### src/rtl/fld_pkg.sv
// Constants and types for the floating-point opcode dispatch block.
// Assumes one core clock; opcodes arrive as two bytes, escape byte high.
package fld_pkg;
   // Register byte offsets on the AHB-Lite slave.
   localparam logic [7:0] OFS_CTRL = 8'h00;
   localparam logic [7:0] OFS_STAT = 8'h04;
   localparam logic [7:0] OFS_CW = 8'h08;
   localparam logic [7:0] OFS_ACC = 8'h0C;
   // Bit positions in the control register.
   localparam int CTRL_EM = 0;
   localparam int CTRL_MP = 1;
   localparam int CTRL_NE = 2;
   localparam int CTRL_TS = 3;
   localparam int CTRL_PRES = 4;
   localparam int CTRL_W = 5;
   localparam logic [4:0] CTRL_RST = 5'h10;
   // Control word values after initialise, with and without the unit.
   localparam logic [15:0] CW_INIT = 16'h037F;
   localparam logic [15:0] CW_ABSENT = 16'hFFFF;
   // Exception vectors.
   localparam logic [7:0] VEC_DNA = 8'h07;
   localparam logic [7:0] VEC_UD = 8'h06;
   // Accuracy bounds in half-ulp units: 1 ulp and 1.5 ulps.
   localparam logic [7:0] ACC_RNE_HALF_ULP = 8'h02;
   localparam logic [7:0] ACC_OTHER_HALF_ULP = 8'h03;
   // Opcodes handled by name.
   localparam logic [15:0] OP_IRQ_EN = 16'hDBE0;
   localparam logic [15:0] OP_IRQ_DIS = 16'hDBE1;
   localparam logic [15:0] OP_PROTMODE = 16'hDBE4;
   localparam logic [15:0] OP_INIT = 16'hDBE3;
   localparam logic [7:0] OP_WAIT_BYTE = 8'h9B;
   localparam logic [4:0] ESC_TOP = 5'h1B;
   // Alias range bases; the low three bits name the stack register.
   localparam logic [15:0] AL_CMP_A = 16'hDCD0;
   localparam logic [15:0] AL_CMPP_A = 16'hDCD8;
   localparam logic [15:0] AL_XCH_A = 16'hD0C8;
   localparam logic [15:0] AL_CMPP_B = 16'hDED0;
   localparam logic [15:0] AL_STP_A = 16'hDFD0;
   localparam logic [15:0] AL_XCH_B = 16'hDFC8;
   localparam logic [15:0] AL_STP_B = 16'hDFD8;
   localparam logic [15:0] AL_STP_NU = 16'hD9D8;
   localparam logic [15:0] AL_FREEP = 16'hDFC0;
   localparam logic [15:0] DEF_CMP = 16'hD8D0;
   localparam logic [15:0] DEF_CMPP = 16'hD8D8;
   localparam logic [15:0] DEF_XCH = 16'hD9C8;
   localparam logic [15:0] DEF_STP = 16'hDDD8;
   localparam logic [15:0] DEF_FREE = 16'hDDC0;
   // Reserved ranges that must fault.
   localparam logic [15:0] RSV_A = 16'hD9D0;
   localparam logic [15:0] RSV_B = 16'hDBE5;

   typedef enum logic [3:0] {
      K_FPU = 4'b0001,
      K_NOP = 4'b0010,
      K_TRAP = 4'b0100,
      K_UD = 4'b1000
   } fld_kind_t;

   typedef enum logic [1:0] {
      S_IDLE = 2'b01,
      S_BUSY = 2'b10
   } fld_state_t;

   typedef struct packed {
      fld_kind_t kind;
      logic [15:0] opcode;
      logic extra_pop;
      logic no_underflow;
      logic partial_store_ok;
      logic [7:0] vector;
   } fld_disp_t;
endpackage

### src/rtl/fld_dispatch.sv
// Floating-point opcode dispatch: aliasing, traps, serialisation and
// an AHB-Lite register slave for the control flags and control word.
// Assumes the fetch side and the unit run on clk; bus has one slave.
//
// Our own choices: the register addresses and the AHB-Lite interface to the registers.
`timescale 1ns/10ps
module fld_dispatch (
   input wire logic clk, // Core clock, 100 MHz.
   input wire logic rst, // Asynchronous reset, active high.
   input wire logic hsel, // Slave select.
   input wire logic [31:0] haddr, // Byte address.
   input wire logic [1:0] htrans, // Transfer type.
   input wire logic hwrite, // Write when high.
   input wire logic [2:0] hsize, // Transfer size, word only.
   input wire logic [31:0] hwdata, // Write data.
   input wire logic hready, // Bus ready.
   output logic [31:0] hrdata, // Read data.
   output logic hreadyout, // Slave ready, never stalls.
   output logic hresp, // Always OKAY.
   input wire logic op_valid, // Opcode offered by fetch.
   input wire logic [15:0] op_code, // Opcode, escape byte high.
   output logic op_ready, // Opcode may be taken.
   input wire logic fpu_done, // Unit finished the issued op.
   input wire logic fpu_err, // Unit reports a numeric error.
   output fld_pkg::fld_disp_t disp, // Dispatch result.
   output logic disp_valid, // Dispatch result pulse.
   output logic fp_error // Pending numeric error.
);
   // Alias match on the upper thirteen bits.
   function automatic logic hit(input logic [15:0] op,
                                input logic [15:0] base);
      hit = op[15:3] == base[15:3];
   endfunction

   // Full decode of one opcode against the current flags.
   function automatic fld_pkg::fld_disp_t decode(input logic [15:0] op,
                                                 input logic [4:0] c);
      fld_pkg::fld_disp_t d;
      logic fp;
      d = '{kind: fld_pkg::K_FPU, opcode: op, extra_pop: 1'b0,
            no_underflow: 1'b0, partial_store_ok: 1'b0,
            vector: 8'h00};
      fp = (op[15:11] == fld_pkg::ESC_TOP) || hit(op, fld_pkg::AL_XCH_A);
      if (hit(op, fld_pkg::AL_CMP_A)) begin
         d.opcode = {fld_pkg::DEF_CMP[15:3], op[2:0]};
      end else if (hit(op, fld_pkg::AL_CMPP_A)) begin
         d.opcode = {fld_pkg::DEF_CMPP[15:3], op[2:0]};
      end else if (hit(op, fld_pkg::AL_XCH_A)) begin
         d.opcode = {fld_pkg::DEF_XCH[15:3], op[2:0]};
      end else if (hit(op, fld_pkg::AL_CMPP_B)) begin
         d.opcode = {fld_pkg::DEF_CMPP[15:3], op[2:0]};
      end else if (hit(op, fld_pkg::AL_STP_A)) begin
         d.opcode = {fld_pkg::DEF_STP[15:3], op[2:0]};
      end else if (hit(op, fld_pkg::AL_XCH_B)) begin
         d.opcode = {fld_pkg::DEF_XCH[15:3], op[2:0]};
      end else if (hit(op, fld_pkg::AL_STP_B)) begin
         d.opcode = {fld_pkg::DEF_STP[15:3], op[2:0]};
      end else if (hit(op, fld_pkg::AL_STP_NU)) begin
         d.opcode = {fld_pkg::DEF_STP[15:3], op[2:0]};
         d.no_underflow = 1'b1;
      end else if (hit(op, fld_pkg::AL_FREEP)) begin
         d.opcode = {fld_pkg::DEF_FREE[15:3], op[2:0]};
         d.extra_pop = 1'b1;
      end
      // Stores may leave a half-written operand when the tail faults.
      d.partial_store_ok = hit(d.opcode, fld_pkg::DEF_STP);
      if (op == fld_pkg::OP_IRQ_EN || op == fld_pkg::OP_IRQ_DIS ||
          op == fld_pkg::OP_PROTMODE) begin
         d.kind = fld_pkg::K_NOP;
      end else if (op[15:8] == fld_pkg::OP_WAIT_BYTE) begin
         // Waits only consult task-switched when monitoring is on.
         if (c[fld_pkg::CTRL_MP] && c[fld_pkg::CTRL_TS]) begin
            d.kind = fld_pkg::K_TRAP;
            d.vector = fld_pkg::VEC_DNA;
         end
      end else if (!fp || hit(op, fld_pkg::RSV_A) ||
                   (hit(op, fld_pkg::RSV_B) &&
                    op != fld_pkg::OP_INIT)) begin
         // Initialise shares the faulting row but is a defined op.
         d.kind = fld_pkg::K_UD;
         d.vector = fld_pkg::VEC_UD;
      end else if (c[fld_pkg::CTRL_EM]) begin
         d.kind = fld_pkg::K_TRAP;
         d.vector = fld_pkg::VEC_DNA;
      end
      return d;
   endfunction

   logic [4:0] ctrl;
   logic [4:0] next_ctrl;
   logic [15:0] cw;
   logic [15:0] next_cw;
   logic [7:0] addr_q;
   logic [7:0] next_addr_q;
   logic wr_q;
   logic next_wr_q;
   logic [31:0] next_hrdata;
   logic [15:0] cw_view;
   logic addr_ph;

   fld_pkg::fld_state_t state;
   fld_pkg::fld_state_t next_state;
   fld_pkg::fld_disp_t dec;
   fld_pkg::fld_disp_t next_disp;
   logic next_disp_valid;
   logic next_fp_error;
   logic take;
   logic is_init;

   // The slave answers in zero wait states, so the bus never stalls.
   assign hreadyout = 1'b1;
   assign hresp = 1'b0;
   assign addr_ph = hsel && hready && htrans[1];
   // Without a unit, the control word store sees a floating bus.
   assign cw_view = ctrl[fld_pkg::CTRL_PRES] ? cw : fld_pkg::CW_ABSENT;

   // Register decode; read data is prepared in the address phase.
   always_comb begin
      next_addr_q = addr_ph ? haddr[7:0] : addr_q;
      next_wr_q = addr_ph && hwrite;
      next_ctrl = ctrl;
      next_cw = cw;
      next_hrdata = 32'h0000_0000;
      if (wr_q && addr_q == fld_pkg::OFS_CTRL) begin
         next_ctrl = hwdata[4:0];
      end
      if (wr_q && addr_q == fld_pkg::OFS_CW) begin
         next_cw = hwdata[15:0];
      end
      if (take && is_init) begin
         next_cw = fld_pkg::CW_INIT;
      end
      if (addr_ph && !hwrite) begin
         case (haddr[7:0])
            fld_pkg::OFS_CTRL: next_hrdata = {27'h000_0000, ctrl};
            fld_pkg::OFS_STAT: next_hrdata = {26'h000_0000, disp.kind,
                                              fp_error,
                                              state == fld_pkg::S_BUSY};
            fld_pkg::OFS_CW: next_hrdata = {16'h0000, cw_view};
            fld_pkg::OFS_ACC: next_hrdata = {16'h0000,
                                             fld_pkg::ACC_OTHER_HALF_ULP,
                                             fld_pkg::ACC_RNE_HALF_ULP};
            default: next_hrdata = 32'h0000_0000;
         endcase
      end
   end

   // Bus-side registers.
   always_ff @(posedge clk or posedge rst) begin
      if (rst) begin
         addr_q <= 8'h00;
         wr_q <= 1'b0;
         ctrl <= fld_pkg::CTRL_RST;
         cw <= fld_pkg::CW_INIT;
         hrdata <= 32'h0000_0000;
      end else begin
         addr_q <= next_addr_q;
         wr_q <= next_wr_q;
         ctrl <= next_ctrl;
         cw <= next_cw;
         hrdata <= next_hrdata;
      end
   end

   // Only one op is in the unit at a time, which gives implicit waits.
   assign op_ready = state == fld_pkg::S_IDLE;
   assign take = op_valid && op_ready;
   assign is_init = op_code == fld_pkg::OP_INIT;
   assign dec = decode(op_code, ctrl);

   // Dispatch, serialisation and the error flag.
   always_comb begin
      next_state = state;
      next_disp = disp;
      next_disp_valid = take;
      next_fp_error = fp_error;
      if (take && is_init) begin
         next_fp_error = 1'b0;
      end
      if (fpu_err) begin
         next_fp_error = 1'b1;
      end
      if (take) begin
         next_disp = dec;
      end
      case (state)
         fld_pkg::S_IDLE: begin
            if (take && dec.kind == fld_pkg::K_FPU) begin
               next_state = fld_pkg::S_BUSY;
            end
         end
         fld_pkg::S_BUSY: begin
            if (fpu_done) begin
               next_state = fld_pkg::S_IDLE;
            end
         end
         default: next_state = fld_pkg::S_IDLE;
      endcase
   end

   // Dispatch registers; reset leaves no error pending.
   always_ff @(posedge clk or posedge rst) begin
      if (rst) begin
         state <= fld_pkg::S_IDLE;
         disp <= '0;
         disp_valid <= 1'b0;
         fp_error <= 1'b0;
      end else begin
         state <= next_state;
         disp <= next_disp;
         disp_valid <= next_disp_valid;
         fp_error <= next_fp_error;
      end
   end
endmodule

### config.mk
export PLATFORM = sky130hd
export DESIGN_NAME = fld_dispatch
export DESIGN_NICKNAME = d
export VERILOG_FILES = /design/src/rtl/fld_pkg.sv /design/src/rtl/fld_dispatch.sv
export SDC_FILE = /design/constraint.sdc
export NUM_CORES = 1
export LEC_CHECK = 0
export BUFFER_PORTS_ARGS = -buffer_cell sky130_fd_sc_hd__buf_2
export CAP_MARGIN = 10
export CORE_AREA = 2 2 99 82
export CTS_CLUSTER_SIZE = 8
export DETAILED_ROUTE_END_ITERATION = 10
export DIE_AREA = 0 0 101 84
export PLACE_DENSITY = 0.81
export SETUP_SLACK_MARGIN = 0.3
export SKIP_CTS_REPAIR_TIMING = 1
export SYNTH_ARGS = -nofsm -noshare
export SYNTH_HDL_FRONTEND = slang
export SYNTH_SLANG_ARGS = --single-unit
### constraint.sdc
create_clock -name clk -period 3.45 [get_ports clk]
set_clock_uncertainty 0.2 [all_clocks]
set_input_delay 0.5175 -clock clk [delete_from_list [all_inputs] [get_ports clk]]
set_output_delay 0.5175 -clock clk [all_outputs]
set_load 0.01 [all_outputs]
==> results of run 1 <==
[layer usage]
layer  GRT usage, %  vias to the layer above
met1           23.1                     1294
li1               -                     1287
met2           29.5                      100
met4           6.27                        2
met5              0                        -
met3           5.78                        4
[cells by family (layout without fill, tap and decap cells)]
logic type	after synthesis	count (layout)
AND/OR/NAND/NOR	130	130
flip-flops	74	74
buffers and inverters	57	130
AO/OA/AOI/OAI	50	50
multiplexers	27	27
other	2	23
[power by group through the flow]
| stage | logic, mW | registers (mW) | clock network [mW] |
|---|---|---|---|
| after floorplan | 0.152 | 0.985 | 0 |
| after global placement | 0.213 | 0.984 | 0 |
| after detailed placement | 0.221 | 0.988 | 0 |
| after CTS | 0.222 | 0.972 | 0.649 |
| after global routing | 0.248 | 0.980 | 0.681 |
| final | 0.220 | 0.972 | 0.626 |
[registers in the layout, summed over array words and instances, names as in the netlist]
register / flops
disp: 24
cw: 16
hrdata: 16
addr_q: 8
ctrl: 5
state: 2
disp_valid: 1
fp_error: 1
wr_q: 1
[final cells by class]
cell class              count  area, µm²  area share, %
repair buffers             98        505           12.4
clock buffers              11        151           3.73
multi-input cells         230       1330           32.7
clock inverters             5       35.0          0.862
well taps                  93        116           2.86
flip-flops and latches     74       1870           45.9
inverters                  16       60.1           1.48
[per-stage QoR]
step                      util (%)  cell area (µm²)
after detailed placement      50.7             3870
after CTS                     53.2             4050
after floorplan                  -             3510
after global placement        50.7             3870
after global routing          53.3             4060
final                         53.3             4060
[worst max-delay path, stage by stage (launching register included)]
cell,delay (ns)
dfstp_2,0.37
nor2b_1,0.12
nand2_1,0.38
clkinv_1,0.56
o21ai_1,0.42
nand2b_1,0.20
o211ai_1,0.10
[cells in the final DEF (no fill, tap or decap), types with 2 or more instances in the layout]
master    Yosys  routed
a21o_1        2       2
a21oi_1      12      12
a31oi_1       2       2
and4b_1       4       4
buf_2         4      93
buf_4        27       4
clkbuf_8      0      11
clkinv_2      0       2
conb_1        2      23
dfrtp_1      63      63
dfstp_2      11      11
inv_1        15      14
inv_6         0       2
mux2_2       10      10
mux2i_1      17      17
nand2_1      61      61
nand2b_1      4       4
nand3_1       3       3
nand4_1       3       3
nor2_1       23      23
nor2b_1       8       8
nor3_1        5       5
nor4_1        3       3
nor4b_1       2       2
o21a_1        2       2
o21ai_0      14      14
o22a_1        3       3
o22ai_1       6       6
or3_1         2       2
[final timing paths]
kind	cells after the start	slack (ns)	from	endpoint
max	6	0.96	state[0]	disp[1]
max in group asynchronous	4	1.83	rst	cw[6]
min	2	0.15	fpu_err	fp_error
min in group asynchronous	3	0.47	rst	hrdata[1]
min reg2reg	2	0.27	disp[26]	disp[26]
max reg2reg	6	0.96	state[0]	disp[1]
==> summary.txt, run 1 <==
Clock tree
  • Inserted Clock Buffers: 9
  • CTS Root Cell: clkbuf_8
  • CTS tree: yes
  • Sink Count: 74
  • H-Tree Level Count: 3
  • Max clock buf depth: 2
  • CTS clk-pin slew, worst paths: 0.08 ns
  • Latest clock arrival within the worst-skew pair: ~0.34 ns

Route
  • DRT antenna net count: 0
  • Post-DR vias/cell: 5.10
  • Met2 routed WL: 3.68 mm
  • Met3 WL: 439 µm
  • Drt total wl: between 7 and 8 mm
  • 1st-pass router iterations: 4
  • Iteration-0 DRC Markers: 140
  • WL/cell: 14.2 µm
  • DRC: 0
  • DR vias: 2687
  • Highest metal used: met5
  • Wl on met1: roughly 3.3 mm

Power and ir drop
  • Clock share of power: 34.4%
  • Sw Share: a little over a quarter
  • Internal: approximately 1.3 mW
  • Sw Pwr: roughly 0.5 mW
  • Worst vdd ir: 0.000222 V
  • P per Cell Area: between 400 and 500 nW/µm²
  • Combinational share of power: 12.1%
  • Leakage: 2.19 nW
  • Flop pwr share: between 50 and 60%
  • Tot Pwr: between 1.5 and 2 mW

Timing
  • Unrepaired setup endpoints after global routing: no
  • Final min period: about 2.5 ns
  • # setup viols final: 0
  • Fin Hold WS: between 0.15 and 0.2 ns
  • Final worst path period share: 72.2%
  • Max Slew Vio Count: 0
  • Worst slew pin tran: 0.965 ns
  • Final hold viol count: 0
  • Final Worst Setup Slack: 0.959 ns
  • Max frequency: 401 MHz
  • Slew HR: 35.5%
  • Total Neg Setup Slack: 0 ns

Floorplanning
  • Die W: between 100 and 150 µm
  • IO Pins: 161
  • Die footprint: 8480 µm²
  • CORE AREA: 7620 µm²
  • Initial core utilization: about 45%
  • Cell Rows: 29
  • Die height: 84 µm

Synthesis
  • FF+latch count, synth: 74
  • Synthesized-area fraction occupied by adder cells: 0%
  • Post-synthesis xor/xnor area fraction: 0%
  • Mux contribution to synthesized area: 8.23%
  • Largest area contributor in the netlist: dfrtp_1
  • Post-synth EDFFs: 0
  • Register area share after synthesis: 54.3%
  • Post-Synth Simple-Gate Area: 18.9%
  • Ys flop type: dfrtp_1
  • Post-synth top cells: 63 x dfrtp_1, 61 x nand2_1, 27 x buf_4, 23 x nor2_1, 17 x mux2i_1
  • Avg Cell Area, Syn: 10.1 µm²
  • Most numerous cell in the Yosys netlist: dfrtp_1
  • Top cell type's share of synthesized area: 45.9%
  • Top cells by area, synth: dfrtp_1 46%, dfstp_2 8.4%, nand2_1 6.7%, buf_4 5.9%, mux2i_1 5.0%
  • Largest family of logic cells by synthesized area: simple AND/OR/NAND/NOR gates
  • Yosys warns: 0
  • Compound-cell area share of the yosys netlist: 9.07%
  • FFs w/ async S/R, synth: 100%
  • Syn Inst Count: between 300 and 400
  • Synth cell types: 49
  • Cell Area, Synth: 3440 µm²

Finish
  • FILL cells: around 700
  • Non-filler cells in the finished layout: 527
  • Share of layout cells above drive strength 1: about a third
  • Area grow syn2layout: 18.2%
  • Fin nets: 522
  • Number of diodes: 0

Setup path
  • Worst Path Class, Setup: flop to flop
  • Critical path arrival: 2.51 ns
  • Crit path max fanout: 18
  • Startpoint types: flop
  • Crit path required time: 3.46 ns
  • CP Capture Type: flop

Global routing
  • Gr ovfl total: 0
  • GR Util All Layers: 18.2%
  • First-pass GRT wire length: approximately 12 mm
  • Initial antenna violation count: 1
  • Vias in the first global route: 2532
  • Largest net degree at the start of global routing: 33

Placement
  • DP Cell Count: 510
  • DP Wirelength: around 5.6 mm
  • IO buf count: 93
  • Worst slack, placed: 0.861 ns
  • RD Place Congestion: 0.832

Hold path
  • HP Class: input port to flop

Outcome
  • Status: finished clean

Run
  • Max Cap Viol: 0
Power figures use the tool's default switching activity.
==> run 2: changes to the inputs <==
- ABC_AREA: not set -> 1
- CORE_AREA: 2 2 99 82 -> 2 2 102 84
- DIE_AREA: 0 0 101 84 -> 0 0 104 86
- clock period: 3.45 -> 2.44 ns (I/O delays scaled with it)
==> run 2 against run 1 <==
Against the previous run:
- sequential power grew 52%
- clock power is 46% higher
- non-clock buffer count is 2 higher
- largest power group unchanged
==> summary.txt, run 2 <==
Power and ir drop
  • P per Cell Area: 640 nW/µm² (+43%)
  • Leakage: 2.47 nW (+13%)
  • Tot Pwr: 2.83 mW (+56%)
  • Worst vdd ir: 0.000303 V (+37%)

Clock tree
  • CTS tree: yes
  • CTS clk-pin slew, worst paths: 0.09 ns (about the same)
  • CTS Root Cell: clkbuf_8
  • H-Tree Level Count: 3 (unchanged)
  • Latest clock arrival within the worst-skew pair: 0.35 ns (about the same)
  • Sink Count: 74 (unchanged)
  • Inserted Clock Buffers: 9 (unchanged)
  • Max clock buf depth: 2 (unchanged)

Finish
  • Area grow syn2layout: 18.8%
  • FILL cells: 747 (+5.4%)
  • Fin nets: 658 (+26%)
  • Multi-input gate area: 1440 µm² (+8.7%)
  • Most common cell after layout, fill and taps aside: nand2_1
  • Number of diodes: 0 (unchanged)
  • Largest register FFs: 24 (unchanged)
  • Register area: 1870 µm² (unchanged)
  • Commonest non-fill, non-tap cells in the layout: 133 x nand2_1, 93 x buf_2, 63 x dfrtp_1
  • Top flop regs: disp x24, cw x16, hrdata x16
  • Most flops, register: disp
  • Share of layout cells above drive strength 1: 25.1% (-7.2 points)

Setup path
  • CP max stage cell: dfrtp_1
  • Critical-path cell list: nor4_4, nand4_4, clkinv_2, nand2_1, o21ai_0, nand2_1, inv_1
  • Crit path required time: 2.54 ns (-0.92 ns)
  • Worst Path Class, Setup: flop to flop
  • Worst Reg-to-Reg Cells: 7 (+1)
  • CP Capture Type: flop
  • CP max stage delay: 0.42 ns (-0.14 ns)
  • CP most frequent cell: nand2_1
  • Crit path max fanout: 18 (unchanged)
  • Critical path arrival: 2.02 ns (-0.49 ns)
  • Startpoint types: flop

Synthesis
  • Cell Area, Synth: 3720 µm² (+8.3%)
  • Syn Inst Count: 468 (+38%)
  • Post-synth top cells: 133 x nand2_1, 63 x dfrtp_1, 62 x inv_1, 45 x nor2_1, 43 x o21ai_0
  • Avg Cell Area, Syn: 7.95 µm² (-21%)
  • Register area share after synthesis: 50.2% (-4.1 points)
  • Post-synth EDFFs: 0 (unchanged)
  • Top cells by area, synth: dfrtp_1 42%, nand2_1 13%, dfstp_2 7.8%, inv_1 6.3%, o21ai_0 5.8%
  • Most numerous cell in the Yosys netlist: nand2_1
  • Ys flop type: dfrtp_1
  • Top cell type's share of synthesized area: 42.4% (-3.5 points)
  • FF+latch count, synth: 74 (unchanged)
  • Synth cell types: 34 (-31%)
  • Largest area contributor in the netlist: dfrtp_1
  • FFs w/ async S/R, synth: 100% (unchanged)
  • Yosys warns: 0 (unchanged)

Global routing
  • Gr ovfl total: 0 (unchanged)
  • Largest net degree at the start of global routing: 75 (+130%)
  • First-pass GRT wire length: 14.3 mm (+19%)
  • Initial antenna violation count: 0 (-1)
  • GR Util All Layers: 20.4% (+2.1 points)
  • Vias in the first global route: 2998 (+18%)

Run
  • Max Cap Viol: 0 (unchanged)

Route
  • DR vias: 3246 (+21%)
  • Post-DR vias/cell: 4.79 (-6.1%)
  • 1st-pass router iterations: 5 (+1)
  • Drt total wl: 8.88 mm (+19%)
  • DRT antenna net count: 0 (unchanged)
  • WL/cell: 13.1 µm (-7.5%)
  • Iteration-0 DRC Markers: 241 (+72%)
  • DRC: 0 (unchanged)

Timing
  • Unrepaired setup endpoints after global routing: no
  • Worst slew pin tran: 0.497 ns (-0.469 ns)
  • Final hold viol count: 0 (unchanged)
  • Max frequency: 522 MHz (+30%)
  • Final worst path period share: 78.6% (+6.4 points)
  • Slew HR: 66.5% (+31 points)
  • # setup viols final: 0 (unchanged)
  • Total Neg Setup Slack: 0 ns (unchanged)
  • Max Slew Vio Count: 0 (unchanged)
  • Final min period: 1.92 ns (-0.574 ns)

Floorplanning
  • Initial core utilization: 47.5% (+2.4 points)
  • Die height: 86 µm (+2.4%)
  • CORE AREA: 7840 µm² (+2.9%)
  • Die footprint: 8940 µm² (+5.4%)
  • Cell Rows: 29 (unchanged)
  • IO Pins: 161 (unchanged)
  • Die W: 104 µm (+3.0%)

Placement
  • RD Place Congestion: 0.910 (+9.4%)
  • IO buf count: 93 (unchanged)
  • DP Wirelength: 6.67 mm (+20%)

Hold path
  • Hold Crit Depth: 3 (+1)
  • HP Class: input port to flop

Outcome
  • Status: finished clean
==> run 2: cell count changes after synthesis, moves of 6 or more <==
cell,delta
nand3_1,+25
nor2_1,+22
nor2b_1,-8
mux2_2,-10
nand2_1,+72
o21ai_0,+29
inv_1,+47
mux2i_1,-17
o22ai_1,-6
==> run 2: routing by layer <==
layer  vias up  track usage [%]  routed length, µm  part of all wire, %
li1       1614                -                  -                    -
met1      1513             28.2               4130                   47
met2       107             32.0               4120                   46
met3        12             4.56                496                  5.6
met4         0             6.88                135                  1.5
met5         -                0                  0                    0
==> run 2: cells by family after synthesis <==
logic type      after synthesis  share of synthesized area [%]
simple gates                229                           27.2
buf+inv                     100                           13.2
compound gates               63                           9.28
flops                        74                           50.2
other cells                   2                          0.202
==> run 2: critical path, delay by kind of cell (launching register included) <==
family	cells	cell delay [ns]
simple gates	4	0.82
flops	1	0.42
buf+inv	2	0.35
compound gates	1	0.08
==> run 2: final cells by class <==
class                           instances  share of cell area, %
Sequential cell                        74                   42.2
Multi-Input combinational cell        315                   32.7
Timing Repair Buffer                  100                   12.1
Inverter                               65                   5.63
Tap cell                              108                   3.06
Clock buffer                            9                   2.80
Clock inverter                          7                   1.50
==> run 2: final timing paths <==
| check | start | end | slack (ns) |
|---|---|---|---|
| min in group asynchronous | rst | addr_q[5] | 0.45 |
| max in group asynchronous | rst | state[0] | 1.24 |
| max | addr_q[1] | cw[15] | 0.52 |
| max reg2reg | addr_q[1] | cw[15] | 0.52 |
| min reg2reg | disp[11] | disp[11] | 0.29 |
| min | hwdata[4] | cw[4] | 0.04 |
==> run 2: where the power goes <==
group	total (mW)	internal, mW	switching, mW
Clock	0.914	0.397	0.516
Combinational	0.437	0.157	0.280
Sequential	1.48	1.40	0.0797
Total	2.83	1.95	0.876
==> run 2: metrics by stage <==
step | hold WS (ns) | setup WS, ns | std cells | area [µm²] | util [%]
detailed placement | 0.268 | 0.491 | 660 | 4210 | 53.7
finish | 0.0371 | 0.523 | 678 | 4420 | 56.4
floorplan | 0.253 | 0.696 | 489 | 3800 | -
global route | 0.0333 | 0.380 | 678 | 4420 | 56.4
CTS | -0.0753 | 0.523 | 676 | 4400 | 56.1
global placement | 0.260 | 0.510 | 660 | 4210 | 53.7
